<file path="config.mk">
export PLATFORM = sky130hd
export DESIGN_NAME = rtcc_top
export DESIGN_NICKNAME = d
export VERILOG_FILES = /design/src/inc/rtcc_pkg.sv /design/src/core/rtcc_mod_cnt.sv /design/src/core/rtcc_top.sv
export SDC_FILE = /design/constraint.sdc
export NUM_CORES = 1
export LEC_CHECK = 0
export BUFFER_PORTS_ARGS = -buffer_cell sky130_fd_sc_hd__buf_2
export CORE_ASPECT_RATIO = 1.4
export CORE_MARGIN = 2
export CORE_UTILIZATION = 53
export DETAILED_ROUTE_END_ITERATION = 10
export HOLD_SLACK_MARGIN = 0.02
export PLACE_DENSITY_LB_ADDON = 0.2
export SYNTH_ARGS = -nofsm -noshare
export SYNTH_HDL_FRONTEND = slang
export SYNTH_SLANG_ARGS = --single-unit
export TNS_END_PERCENT = 50
</file>
<file path="constraint.sdc">
create_clock -name aclk -period 2.2 [get_ports aclk]
set_input_delay 0.11 -clock aclk [delete_from_list [all_inputs] [get_ports aclk]]
set_output_delay 0.11 -clock aclk [all_outputs]
set_load 0.02 [all_outputs]
</file>
<file path="src/inc/rtcc_pkg.sv">
// Constants for the real-time clock: register map, field layout, events.
// Assumes one 25 MHz always-on clock and an AXI4-Lite master with 32-bit data.
// Behaviour
// - Prescaler divides the 32.768 kHz crystal into a 1 Hz tick.
// - Seconds mod 60, minutes mod 60, hours mod 24, days 32768, chained.
// - Selectable interrupts on second, minute, hour and day rollover.
// - Enabled alarm interrupts when current time equals the alarm value.
// - First alarm compares hours, minutes, seconds only; fires daily.
// - Second alarm also compares day; fires once at that day and time.
// - Stopwatch loads a programmed value and decrements once per tick.
// - Enabled stopwatch raises an interrupt when it underflows past zero.
// - Any enabled clock event asserts the wakeup indication.
// - Counting continues from the crystal independent of the bus side.
package rtcc_pkg;
  localparam int ADDR_W     = 8;
  localparam int DATA_W     = 32;
  // Register byte offsets
  localparam logic [7:0] OFF_TIME  = 8'h00;
  localparam logic [7:0] OFF_ALARM = 8'h04;
  localparam logic [7:0] OFF_CTRL  = 8'h08;
  localparam logic [7:0] OFF_STW   = 8'h0C;
  localparam logic [7:0] OFF_STS   = 8'h10;
  localparam logic [7:0] OFF_CLR   = 8'h14;
  localparam logic [7:0] OFF_IEN   = 8'h18;
  // Time word layout, shared by time and alarm registers
  localparam int SEC_LSB  = 0;
  localparam int SEC_W    = 6;
  localparam int MIN_LSB  = 6;
  localparam int MIN_W    = 6;
  localparam int HOUR_LSB = 12;
  localparam int HOUR_W   = 5;
  localparam int DAY_LSB  = 17;
  localparam int DAY_W    = 15;
  localparam int HMS_W    = 17;
  localparam int SEC_MOD  = 60;
  localparam int MIN_MOD  = 60;
  localparam int HOUR_MOD = 24;
  localparam int DAY_MOD  = 32768;
  // Crystal and tick rates
  localparam int XTAL_HZ  = 32768;
  localparam int TICK_HZ  = 1;
  localparam int PRESCALE = XTAL_HZ / TICK_HZ;
  // Control bits
  localparam int CTRL_STW_EN = 0;
  // Event bits of status, clear and enable registers
  localparam int EV_N   = 7;
  localparam int EV_SEC = 0;
  localparam int EV_MIN = 1;
  localparam int EV_HR  = 2;
  localparam int EV_DAY = 3;
  localparam int EV_STW = 4;
  localparam int EV_AL1 = 5;
  localparam int EV_AL2 = 6;
  // Bus responses
  localparam logic [1:0] RESP_OKAY   = 2'h0;
  localparam logic [1:0] RESP_SLVERR = 2'h2;
endpackage

</file>
<file path="src/core/rtcc_mod_cnt.sv">
// One modulo counter stage of the timekeeping chain.
// Assumes inc is a one-cycle enable; load takes priority over inc.
`timescale 1ns/100ps
module rtcc_mod_cnt
  import rtcc_pkg::*;
#(
  parameter int W   = 6,
  parameter int MOD = 60
) (
  input  wire logic         aclk,
  input  wire logic         aresetn,
  input  wire logic         inc,
  input  wire logic         load,
  input  wire logic [W-1:0] load_val,
  output logic      [W-1:0] val,
  output logic              carry
);
  typedef struct packed {
    logic [W-1:0] val;
  } rtcc_cnt_t;

  localparam logic [W-1:0] LAST = W'(MOD - 1);

  rtcc_cnt_t s;
  rtcc_cnt_t next_s;

  assign val   = s.val;
  assign carry = inc && !load && (s.val == LAST);

  always_comb begin
    next_s = s;
    if (load) begin
      next_s.val = load_val;
    end else if (inc) begin
      next_s.val = (s.val == LAST) ? '0 : s.val + 1'b1;
    end
  end

  always_ff @(posedge aclk) begin
    if (!aresetn) begin
      s <= '0;
    end else begin
      s <= next_s;
    end
  end
endmodule // rtcc_mod_cnt

</file>
<file path="src/core/rtcc_top.sv">
// Real-time clock with two alarms, stopwatch, interrupt and wakeup.
// Assumes aclk is always on; crystal pin is asynchronous to it.
`timescale 1ns/100ps
module rtcc_top
  import rtcc_pkg::*;
#(
  parameter int PRESC = PRESCALE,
  parameter int STW_W = 16
) (
  input  wire logic              aclk,
  input  wire logic              aresetn,
  input  wire logic [ADDR_W-1:0] awaddr,
  input  wire logic              awvalid,
  output logic                   awready,
  input  wire logic [DATA_W-1:0] wdata,
  input  wire logic [3:0]        wstrb,
  input  wire logic              wvalid,
  output logic                   wready,
  output logic [1:0]             bresp,
  output logic                   bvalid,
  input  wire logic              bready,
  input  wire logic [ADDR_W-1:0] araddr,
  input  wire logic              arvalid,
  output logic                   arready,
  output logic [DATA_W-1:0]      rdata,
  output logic [1:0]             rresp,
  output logic                   rvalid,
  input  wire logic              rready,
  input  wire logic              rtc_crystal_in,
  output logic                   rtc_crystal_out,
  output logic                   irq,
  output logic                   wakeup
);
  localparam int PW = $clog2(PRESC);
  localparam logic [PW-1:0] PRESC_LAST = PW'(PRESC - 1);

  typedef struct packed {
    logic              xs1;
    logic              xs2;
    logic              xs3;
    logic              xout;
    logic [PW-1:0]     presc;
    logic              tick_d;
    logic              stw_en;
    logic [DATA_W-1:0] alarm;
    logic [STW_W-1:0]  stw;
    logic [EV_N-1:0]   sts;
    logic [EV_N-1:0]   ien;
    logic              irq;
    logic              wake;
    logic              aw_held;
    logic [ADDR_W-1:0] awaddr;
    logic              w_held;
    logic [DATA_W-1:0] wdata;
    logic [3:0]        wstrb;
    logic              awready;
    logic              wready;
    logic              bvalid;
    logic [1:0]        bresp;
    logic              arready;
    logic              rvalid;
    logic [1:0]        rresp;
    logic [DATA_W-1:0] rdata;
  } rtcc_state_t;

  rtcc_state_t s;
  rtcc_state_t next_s;

  logic              xedge;
  logic              tick;
  logic              wr_fire;
  logic [ADDR_W-1:0] wr_addr;
  logic [DATA_W-1:0] time_now;
  logic [DATA_W-1:0] time_wr;
  logic [DATA_W-1:0] stw_wr;
  logic              time_load;
  logic              stw_load;
  logic              sec_c;
  logic              min_c;
  logic              hr_c;
  logic [SEC_W-1:0]  sec;
  logic [MIN_W-1:0]  min;
  logic [HOUR_W-1:0] hour;
  logic [DAY_W-1:0]  day;
  logic [EV_N-1:0]   ev;
  logic [EV_N-1:0]   clr;

  function automatic logic [DATA_W-1:0] merge(
    input logic [DATA_W-1:0] old,
    input logic [DATA_W-1:0] nw,
    input logic [3:0]        strb
  );
    logic [DATA_W-1:0] r;
    r = old;
    for (int i = 0; i < 4; i++) begin
      if (strb[i]) begin
        r[8*i +: 8] = nw[8*i +: 8];
      end
    end
    return r;
  endfunction

  function automatic logic mapped(input logic [ADDR_W-1:0] a);
    logic [ADDR_W-1:0] w;
    w = {a[ADDR_W-1:2], 2'b00};
    return (w == OFF_TIME) || (w == OFF_ALARM) || (w == OFF_CTRL) ||
           (w == OFF_STW) || (w == OFF_STS) || (w == OFF_CLR) ||
           (w == OFF_IEN);
  endfunction

  // The second and third synchroniser stages feed the edge detector
  assign xedge     = s.xs2 & ~s.xs3;
  assign tick      = xedge && (s.presc == PRESC_LAST);
  assign wr_fire   = s.aw_held && s.w_held && !s.bvalid;
  assign wr_addr   = {s.awaddr[ADDR_W-1:2], 2'b00};
  assign time_now  = {day, hour, min, sec};
  assign time_wr   = merge(time_now, s.wdata, s.wstrb);
  assign stw_wr    = merge(DATA_W'(s.stw), s.wdata, s.wstrb);
  // Whole time word reloads at once so the chain is never torn
  assign time_load = wr_fire && (wr_addr == OFF_TIME);
  assign stw_load  = wr_fire && (wr_addr == OFF_STW);

  rtcc_mod_cnt #(.W(SEC_W), .MOD(SEC_MOD)) u_sec (
    .aclk     (aclk),
    .aresetn  (aresetn),
    .inc      (tick),
    .load     (time_load),
    .load_val (time_wr[SEC_LSB +: SEC_W]),
    .val      (sec),
    .carry    (sec_c)
  );
  rtcc_mod_cnt #(.W(MIN_W), .MOD(MIN_MOD)) u_min (
    .aclk     (aclk),
    .aresetn  (aresetn),
    .inc      (sec_c),
    .load     (time_load),
    .load_val (time_wr[MIN_LSB +: MIN_W]),
    .val      (min),
    .carry    (min_c)
  );
  rtcc_mod_cnt #(.W(HOUR_W), .MOD(HOUR_MOD)) u_hour (
    .aclk     (aclk),
    .aresetn  (aresetn),
    .inc      (min_c),
    .load     (time_load),
    .load_val (time_wr[HOUR_LSB +: HOUR_W]),
    .val      (hour),
    .carry    (hr_c)
  );
  rtcc_mod_cnt #(.W(DAY_W), .MOD(DAY_MOD)) u_day (
    .aclk     (aclk),
    .aresetn  (aresetn),
    .inc      (hr_c),
    .load     (time_load),
    .load_val (time_wr[DAY_LSB +: DAY_W]),
    .val      (day),
    .carry    ()
  );

  always_comb begin
    next_s = s;
    // Crystal pin sampling and oscillator feedback drive
    next_s.xs1  = rtc_crystal_in;
    next_s.xs2  = s.xs1;
    next_s.xs3  = s.xs2;
    next_s.xout = ~s.xs2;
    if (xedge) begin
      next_s.presc = tick ? '0 : s.presc + 1'b1;
    end
    next_s.tick_d = tick;

    ev         = '0;
    ev[EV_SEC] = tick && !time_load;
    ev[EV_MIN] = sec_c;
    ev[EV_HR]  = min_c;
    ev[EV_DAY] = hr_c;
    ev[EV_STW] = tick && s.stw_en && !stw_load && (s.stw == '0);
    // Alarms compare the time settled one cycle after the tick
    ev[EV_AL1] = s.tick_d &&
                 (time_now[HMS_W-1:0] == s.alarm[HMS_W-1:0]);
    ev[EV_AL2] = s.tick_d && (time_now == s.alarm);

    clr = '0;
    if (wr_fire && (wr_addr == OFF_CLR) && s.wstrb[0]) begin
      clr = s.wdata[EV_N-1:0];
    end
    // A set in the same cycle as its clear wins
    next_s.sts = (s.sts & ~clr) | ev;

    // A load in the tick's cycle wins, so software sees its own value
    if (stw_load) begin
      next_s.stw = stw_wr[STW_W-1:0];
    end else if (tick && s.stw_en) begin
      next_s.stw = s.stw - 1'b1;
    end

    // Write channel: address and data taken in either order
    if (awvalid && s.awready) begin
      next_s.aw_held = 1'b1;
      next_s.awaddr  = awaddr;
    end
    if (wvalid && s.wready) begin
      next_s.w_held = 1'b1;
      next_s.wdata  = wdata;
      next_s.wstrb  = wstrb;
    end
    if (s.bvalid && bready) begin
      next_s.bvalid = 1'b0;
    end
    if (wr_fire) begin
      next_s.aw_held = 1'b0;
      next_s.w_held  = 1'b0;
      next_s.bvalid  = 1'b1;
      next_s.bresp   = mapped(s.awaddr) ? RESP_OKAY : RESP_SLVERR;
      if (wr_addr == OFF_ALARM) begin
        next_s.alarm = merge(s.alarm, s.wdata, s.wstrb);
      end
      if (wr_addr == OFF_CTRL && s.wstrb[0]) begin
        next_s.stw_en = s.wdata[CTRL_STW_EN];
      end
      if (wr_addr == OFF_IEN && s.wstrb[0]) begin
        next_s.ien = s.wdata[EV_N-1:0];
      end
    end
    next_s.awready = !next_s.aw_held && !next_s.bvalid;
    next_s.wready  = !next_s.w_held && !next_s.bvalid;

    // Read channel
    // Unmapped offsets answer with an error and read as zero
    if (s.rvalid && rready) begin
      next_s.rvalid = 1'b0;
    end
    if (arvalid && s.arready) begin
      next_s.rvalid = 1'b1;
      next_s.rresp  = mapped(araddr) ? RESP_OKAY : RESP_SLVERR;
      unique case ({araddr[ADDR_W-1:2], 2'b00})
        OFF_TIME:  next_s.rdata = time_now;
        OFF_ALARM: next_s.rdata = s.alarm;
        OFF_CTRL:  next_s.rdata = DATA_W'(s.stw_en);
        OFF_STW:   next_s.rdata = DATA_W'(s.stw);
        OFF_STS:   next_s.rdata = DATA_W'(s.sts);
        OFF_IEN:   next_s.rdata = DATA_W'(s.ien);
        default:   next_s.rdata = '0;
      endcase
    end
    next_s.arready = !next_s.rvalid;

    // Level outputs from the enabled sticky bits
    // One enable set serves both, so a masked event never wakes the system
    next_s.irq  = |(next_s.sts & next_s.ien);
    next_s.wake = |(next_s.sts & next_s.ien);
  end

  always_ff @(posedge aclk) begin
    if (!aresetn) begin
      s <= '0;
    end else begin
      s <= next_s;
    end
  end

  assign awready         = s.awready;
  assign wready          = s.wready;
  assign bvalid          = s.bvalid;
  assign bresp           = s.bresp;
  assign arready         = s.arready;
  assign rvalid          = s.rvalid;
  assign rresp           = s.rresp;
  assign rdata           = s.rdata;
  assign rtc_crystal_out = s.xout;
  assign irq             = s.irq;
  assign wakeup          = s.wake;
endmodule // rtcc_top

</file>
[After elaboration in Yosys (flattened, before gate mapping)]
Cells that the tools add are included.
Word-level totals
  output and inout bits: 44
  word-level logic and storage cells: 177
  flip-flop bits (word level): 203
  input port bits: 60
Operators by class
  add/sub/neg operators: 6
  eq/ne operators: 25
  bitwise operators: 7
  muxes and demuxes: 33
  reductions and logical operators: 70
Operators with widths (count)
  $pmux 32 s6: 1
  $mux 15: 4
  $mux 37: 1
  $eq 6x3->1 const B: 6
  $mux 6: 6
  $mux 35: 1
  $eq 32x32->1: 1
  $mux 16: 2
  $mux 8: 4
  $add 15x1->15 const B: 2
  $eq 15x15->1 const B: 2
  $logic_and 1x1->1: 27
  $eq 6x2->1 const B: 4
  $mux 7: 3
  $reduce_and 2->1: 10
  $eq 17x17->1: 1
  $logic_not 16->1: 1
  $sub 16x1->16 const B: 1
  $mux 5: 3
  $and 7x7->7: 2
  $add 6x1->6 const B: 2
  $eq 6x1->1 const B: 2
  $eq 6x6->1 const B: 2
  $logic_not 6->1: 2
  17 further kinds: 51

[Longest topological paths before layout]
Gate-level depths: netlist of run 1.
  depth after elaboration: 13
  depth in mapped cells: 10
  depth with buffers taken out: 8

[Cells and area by module]
A second synthesis of run 1 with hierarchy kept.
Unflattened totals
  cells, all modules: 1245
  area, all modules: 10363.7 µm²
Modules (own cells, without submodules)
  rtcc_top: cells an instance 1004, instances 1, area each 8373.0 µm²
  rtcc_mod_cnt at u_day: cells an instance 107, instances 1, area each 910.9 µm²
  rtcc_mod_cnt at u_min ...: cells an instance 50, instances 2, area each 389.1 µm²
  rtcc_mod_cnt at u_hour: cells an instance 34, instances 1, area each 301.5 µm²

[Worst setup path before layout of run 1]
No wires, ideal clock.
  kind: register to register
  start point: register s[153] in the netlist's numbering
  end point: register u_day.s, in the netlist u_day.val[7]
  path slack: -0.109 ns
  stages on the path, launching flop included: 9
  period minus slack after synthesis: 2.309 ns
  library setup time: 0.131 ns
  arrival time: 2.178 ns
  path through: dfxtp_1 > ha_1 > nand3b_4 > or3_1 > or4b_1 > buf_2 > o2bb2a_4 > a211oi_2 > nor3_1
On the way
  cells in the longest elaborated chain, start to end: 10
Ends and longest elaborated chain
  start: declaration: RTL line rtcc_top.sv:66  | rtcc_state_t s;
  start signal: assignment: RTL line rtcc_top.sv:258  | s <= next_s;
  $eq 15x15->1: RTL line rtcc_top.sv:113  | assign tick = xedge && (s.presc == PRESC_LAST);
  $logic_and 1x1->1: RTL line rtcc_top.sv:113
  $logic_and 1x1->1 (6 in series): RTL line rtcc_mod_cnt.sv:28  | assign carry = inc && !load && (s.val == LAST);
  $reduce_bool 2->1 (no source line)
  $reduce_and 2->1 (no source line)
  end signal: assignment: RTL line rtcc_mod_cnt.sv:43  | s <= next_s;
  end: declaration: RTL line rtcc_mod_cnt.sv:24  | rtcc_cnt_t s;
No other way between the ends.
A chain may end at the register's enable or synchronous reset.

[Worst setup path in the final report of run 1]
  start point: register s[103] in the netlist's numbering
  end point: register s[116] in the netlist's numbering
On the way
  cells in the longest elaborated chain, start to end: 3
Ends and longest elaborated chain
  $sub 16x1->16: RTL line rtcc_top.sv:194  | next_s.stw = s.stw - 1'b1;
  $mux 16: RTL line rtcc_top.sv:193  | end else if (tick && s.stw_en) begin
  $mux 16: RTL line rtcc_top.sv:191  | if (stw_load) begin
No other way between the ends. The select of a mux whose other input is x is not followed.

==> results of run 1 <==
## state kept, by name (all words and copies together), names as in the netlist, 2 cells and up
signal      count
s             124
u_day.val      15
rdata          32
u_min.val       6
next_s          2
u_hour.val      5
u_sec.val       6
## layer usage
layer	wire, µm	vias up	part of all wire (%)	track usage [%]
met1	11600	4596	39	33.8
met3	1740	101	5.9	4.84
met4	1450	0	4.9	16.3
met5	0	-	0	0
li1	-	4679	-	-
met2	14800	371	50	53.6
## where the power goes
group / switching, mW / internal, mW
Sequential: 0.0695 / 3.66
Combinational: 0.276 / 0.211
Clock: 1.38 / 1.88
## critical path: stages (launching register included)
cell and delay (ns):
dfxtp_2 0.33, or4_4 0.54, or4b_4 0.57, or2_4 0.30
o32ai_4 0.21, a211oi_2 0.10
## kinds of logic (layout without fill, tap and decap cells)
group | after synthesis | after routing
other | 1 | 2
adder cells (fa/ha/maj) | 6 | 6
AND/OR/NAND/NOR | 527 | 527
multiplexers | 15 | 15
XOR/XNOR | 49 | 49
AO/OA/AOI/OAI | 330 | 330
buffers and inverters | 132 | 306
flip-flops | 199 | 199
## cells in the mapped netlist, drive strengths merged, types with 14 or more instances
| cell | count | share of area (%) |
|---|---|---|
| o21ai | 57 | 3.0 |
| nand4 | 16 | 1.0 |
| nor4 | 14 | 1.1 |
| nand3 | 30 | 1.5 |
| inv | 14 | 0.54 |
| a22oi | 23 | 1.8 |
| nand2 | 213 | 8.2 |
| nor3 | 23 | 1.3 |
| clkbuf | 60 | 2.3 |
| a21oi | 171 | 8.8 |
| nor2 | 139 | 5.3 |
| buf | 57 | 3.8 |
| dfxtp | 199 | 41 |
| a222oi | 15 | 1.5 |
| xor2 | 36 | 3.2 |
| and2 | 18 | 1.1 |
## cell type report
| class | count | area, µm² | share of cell area (%) |
|---|---|---|---|
| Clock buffer | 21 | 470 | 3.84 |
| Multi-Input combinational cell | 929 | 5360 | 43.7 |
| Sequential cell | 199 | 3990 | 32.6 |
| Clock inverter | 10 | 143 | 1.16 |
| Tap cell | 240 | 300 | 2.45 |
| Timing Repair Buffer | 260 | 1930 | 15.8 |
| Inverter | 15 | 58.8 | 0.480 |
## final timing paths
check | startpoint | endpoint | slack, ns | cells after the start
worst max register to register | s[103] | s[116] | 0.02 | 5
worst min register to register | next_s[170] | next_s[169] | 0.45 | 1
worst min-delay path | awvalid | s[81] | 0.06 | 3
worst max-delay path | s[103] | s[116] | 0.02 | 5
## what timing repair did
item,in CTS,in global routing
pin swaps,2,11
setup endpoints to repair,17,45
gates resized for setup,7,31
buffers inserted,0,7
hold buffers,51,0
endpoints found under the hold margin,45,0
## through the flow
stage,instances,setup TNS (ns)
2_1_floorplan,1260,0
3_3_place_gp,1585,-0.188
3_5_place_dp,1585,-0.543
4_1_cts,1667,-0.00420
5_1_grt,1674,-0.174
6_report,1674,0
==> results.toml, run 1 <==
[yosys]
synth_seq_cells = 199
synthCells = 1259
synth_top_family_by_area = "simple AND/OR/NAND/NOR gates"
synthMuxAreaShare_pct = 1.57
ys_types = 82
async_flop_share_pct = 0
synth-xor-area-share_pct = 4.37
ys.flop_type = "dfxtp_1"
yosys.area_share.simple_pct = 25.5
syn_avg_cell_area_um2 = 7.80
synth_edf_count = 0
synth_fa_ha_area_share_pct = 0.764
netlist_area_um2 = 9820
synth_warnings = 0
synth-compound-area-share_pct = 20.6
seq_area_frac_synth_pct = 40.6

[setup_path]
cp.arrival_ns = 2.48
critPathRequiredTime_ns = 2.50
path_max_fanout = 4
start_kind = "flip-flop"
crit_type = "flip-flop to flip-flop"
endpoint_kind = "flip-flop"

[pwr]
leakage_nw = 4.87
p_per_area_nw_per_um2 = 610
irDropWorstVdd_v = 0.000483
finalPower_mw = 7.48

[grt]
grt_pass1_wl_um = 46600
grt_max_degree = 48
track_usage_pct = 29.8
gr-total-overflow = 0
grt_pass1_vias = 9359
antenna_found_initial = 0

[clock_network]
cts_root_buf = "clkbuf_16"
htreeDepth = 4
cts_buffers = 17
numClockSinks = 199
path_clk_slew_ns = 0.07
clock_path_buffers = 2
cts_tree = "done"
clock_latency_ns = 0.43

[layout]
synthToLayoutAreaGrowth_pct = 24.8
nets = 1488
nFillCells = 1533
drive_gt1_share_pct = 21.4
design_area_um2 = 12300
post-route-util_pct = 67.9
final_cell_mix = "nand2_1, dfxtp_1, a21oi_1"
antenna_cells = 0
mostFrequentLayoutCell = "nand2_1"

[sta]
fin_crit_ns = 2.18
hold-worst-slack_ns = 0.0581
slew_headroom_pct = 65.6
clock.fmax_ghz = 0.460
rsz0062_at_grt = "true"
finalHoldViolations = 0
worst_slew_pin_slew_ns = 0.517
slew_violations = 0
period_share_pct = 98.9
setup_viol = 0
fin_skew_ns = 0.00758
setup_ws_ns = 0.0239

[outcome]
outcome = "completed"

[routing]
routed_wl_um = 29500
viasPerCell = 5.82
drtPass1Iterations = 10
drtIter0Drc = 690
wl_per_cell_um = 17.6
vias = 9747
drc = 0
ant_nets = 0

[floorplanning]
row_count = 58
ios = 104
die_area_um2 = 19700
core_um2 = 18100
initial_core_util_pct = 54.4
die_h_um = 165
die_x_um = 119

[hold_path]
hold_path_class = "input pin to flip-flop"

[placement]
hpwlAfterDp_um = 20500
place_area_um2 = 10900
place_congestion = 0.984
dp_slack_ns = -0.0925
portBuffers = 97

[run]
max_cap_violations = 0
Power figures use the tool's default switching activity.
==> run 2: changes to the inputs <==
BUFFER_PORTS_ARGS = -buffer_cell sky130_fd_sc_hd__buf_4   (was -buffer_cell sky130_fd_sc_hd__buf_2)
CORE_UTILIZATION = 54   (was 53)
SYNTH_HIERARCHICAL = 1   (was unset)
==> run 2 against run 1 <==
Die area rose by 3.3%. Largest power group unchanged. Synthesized cell count fell by 1.3%. Sequential power barely moved. Critical path type unchanged. Sequential cell count did not move. Sequential share of layout area fell by 3.0 points. Critical path depth rose by 9. Final area rose by 10%. Clock skew rose by 0.0029 ns. Via count rose by 2.7%. The run now ends with setup timing left. Worst hold slack improved by 0.013 ns.
==> results.toml, run 2 <==
[outcome]
outcome = "complete, but fails checks"
violations = "setup timing"

[setup_path]
crit_type = "flip-flop to flip-flop"
endpoint_kind = "flip-flop"
start_kind = "flip-flop"
cp.arrival_ns = 3.20
cpPeakStageDelay_ns = 0.35
path_max_fanout = 8
critPathRequiredTime_ns = 2.57
critical_path.cell_chain = "ha_4, nand4_1, nor4_4, buf_4, inv_4, nor4_4, inv_4, nor4_4, nor3b_4, inv_2, a311oi_4, buf_6, a221oi_1, nor2_1"
reg2reg_slack_ns = -0.63
crit_top_cell = "nor4_4"
path_delay_family = "simple AND/OR/NAND/NOR gates"
crit_buf_inv = 5
critPathSlowestCell = "dfxtp_2"

[floorplanning]
initial_core_util_pct = 55.4
ios = 104
row_count = 59
die_area_um2 = 20300
die_h_um = 168
die_x_um = 121
core_um2 = 18700

[placement]
place_area_um2 = 11900
portBuffers = 97
hpwlAfterDp_um = 21100
place_congestion = 0.944
placed_cells = 1605

[grt]
use_met3_pct = 4.54
top_usage_layer = "met2"
gr-total-overflow = 0
track_usage_pct = 30.7
grt_max_degree = 114
antenna_found_initial = 0
grt_pass1_vias = 9880
grtUsageMet1_pct = 34.8
use_met2_pct = 53.5
grt_pass1_wl_um = 49700

[pwr]
finalPower_mw = 7.43
leakage_nw = 5.30
irDropWorstVdd_v = 0.000551
p_per_area_nw_per_um2 = 550

[sta]
worst_slew_pin_slew_ns = 0.792
period_share_pct = 128
fin_crit_ns = 2.83
rsz0062_at_grt = "true"
setup_ws_ns = -0.627
setup_viol = 35
slew_headroom_pct = 47.0
fin_skew_ns = 0.0105
clock.fmax_ghz = 0.354
slew_violations = 0
finalHoldViolations = 0

[layout]
drive_gt1_share_pct = 27.0
largest_reg_flops = 124
fin_cells = 1709
nets = 1520
register_area_um2 = 4000
antenna_cells = 0
largest-register = "s"
synthToLayoutAreaGrowth_pct = 30.5
multi_input_area_um2 = 5980
mostFrequentLayoutCell = "buf_4"
final_cell_mix = "buf_4, nand2_1, dfxtp_1"
design_area_um2 = 13500
nFillCells = 1369

[routing]
drtPass1Iterations = 7
wl_per_cell_um = 18.6
routed_wl_um = 31700
drc = 0
vias = 10000
viasPerCell = 5.86
ant_nets = 0
drtIter0Drc = 681

[clock_network]
path_clk_slew_ns = 0.07
numClockSinks = 199
cts_tree = "done"
cts_root_buf = "clkbuf_16"
clock_path_buffers = 2
cts_buffers = 17
htreeDepth = 4
clock_latency_ns = 0.44

[hold_path]
hold_path_class = "input pin to flip-flop"

[yosys]
synthCells = 1243
syn_avg_cell_area_um2 = 8.33
synth_warnings = 6
netlist_area_um2 = 10400

[run]
max_cap_violations = 0
==> run 2: power breakdown <==
part	switching [mW]	total [mW]	internal (mW)	leakage (nW)
combinational	0.303	0.592	0.288	3.41
clock	1.49	3.11	1.62	0.277
sequential	0.0753	3.73	3.66	1.61
total	1.87	7.43	5.57	5.30
==> run 2: worst paths after layout <==
path | start | end | depth (start not counted)
worst max register to register | s[154] | u_day/val[2] | 14
worst min register to register | next_s[170] | next_s[169] | 1
worst min-delay path | arvalid | rresp[1] | 3
worst max-delay path | s[154] | u_day/val[2] | 14
==> run 2: per-layer routing <==
layer / up-vias / routed length (µm) / share of wire (%)
met5: - / 0 / 0
met4: 0 / 1850 / 5.8
met3: 123 / 1660 / 5.2
met2: 414 / 15900 / 50
met1: 4728 / 12300 / 39
li1: 4748 / - / -
==> run 2: worst min-delay path, cell delays in order <==
cell and delay [ns]:
buf_4 0.08, and2_1 0.19, a21oi_1 0.08
==> run 2: through the flow <==
step | setup WS [ns] | hold WS (ns) | setup TNS (ns) | utilization, %
final | -0.627 | 0.0706 | -12.96 | 72.4
after global routing | -0.842 | 0.0813 | -18.03 | 72.4
after CTS | -0.543 | 0.0635 | -10.60 | 70.5
after detailed placement | -0.722 | 0.329 | -15.88 | 63.9
after global placement | -0.680 | 0.329 | -14.41 | 63.9
after floorplan | -1.03 | 0.237 | -19.34 | -
==> run 2: area by class of cell <==
type | instances | area share [%]
Clock inverter | 13 | 1.00
Inverter | 18 | 0.565
Tap cell | 244 | 2.26
Sequential cell | 199 | 29.6
Multi-Input combinational cell | 917 | 44.2
Timing Repair Buffer | 300 | 19.1
Clock buffer | 18 | 3.25
==> run 2: timing repair <==
item | 4_1_cts | 5_1_grt
pin swaps | 12 | 14
resized for setup | 30 | 39
gates cloned | 0 | 5
hold buffers | 52 | 0
endpoints found under the setup margin | 45 | 51
setup buffers | 3 | 15
endpoints found under the hold margin | 48 | 0
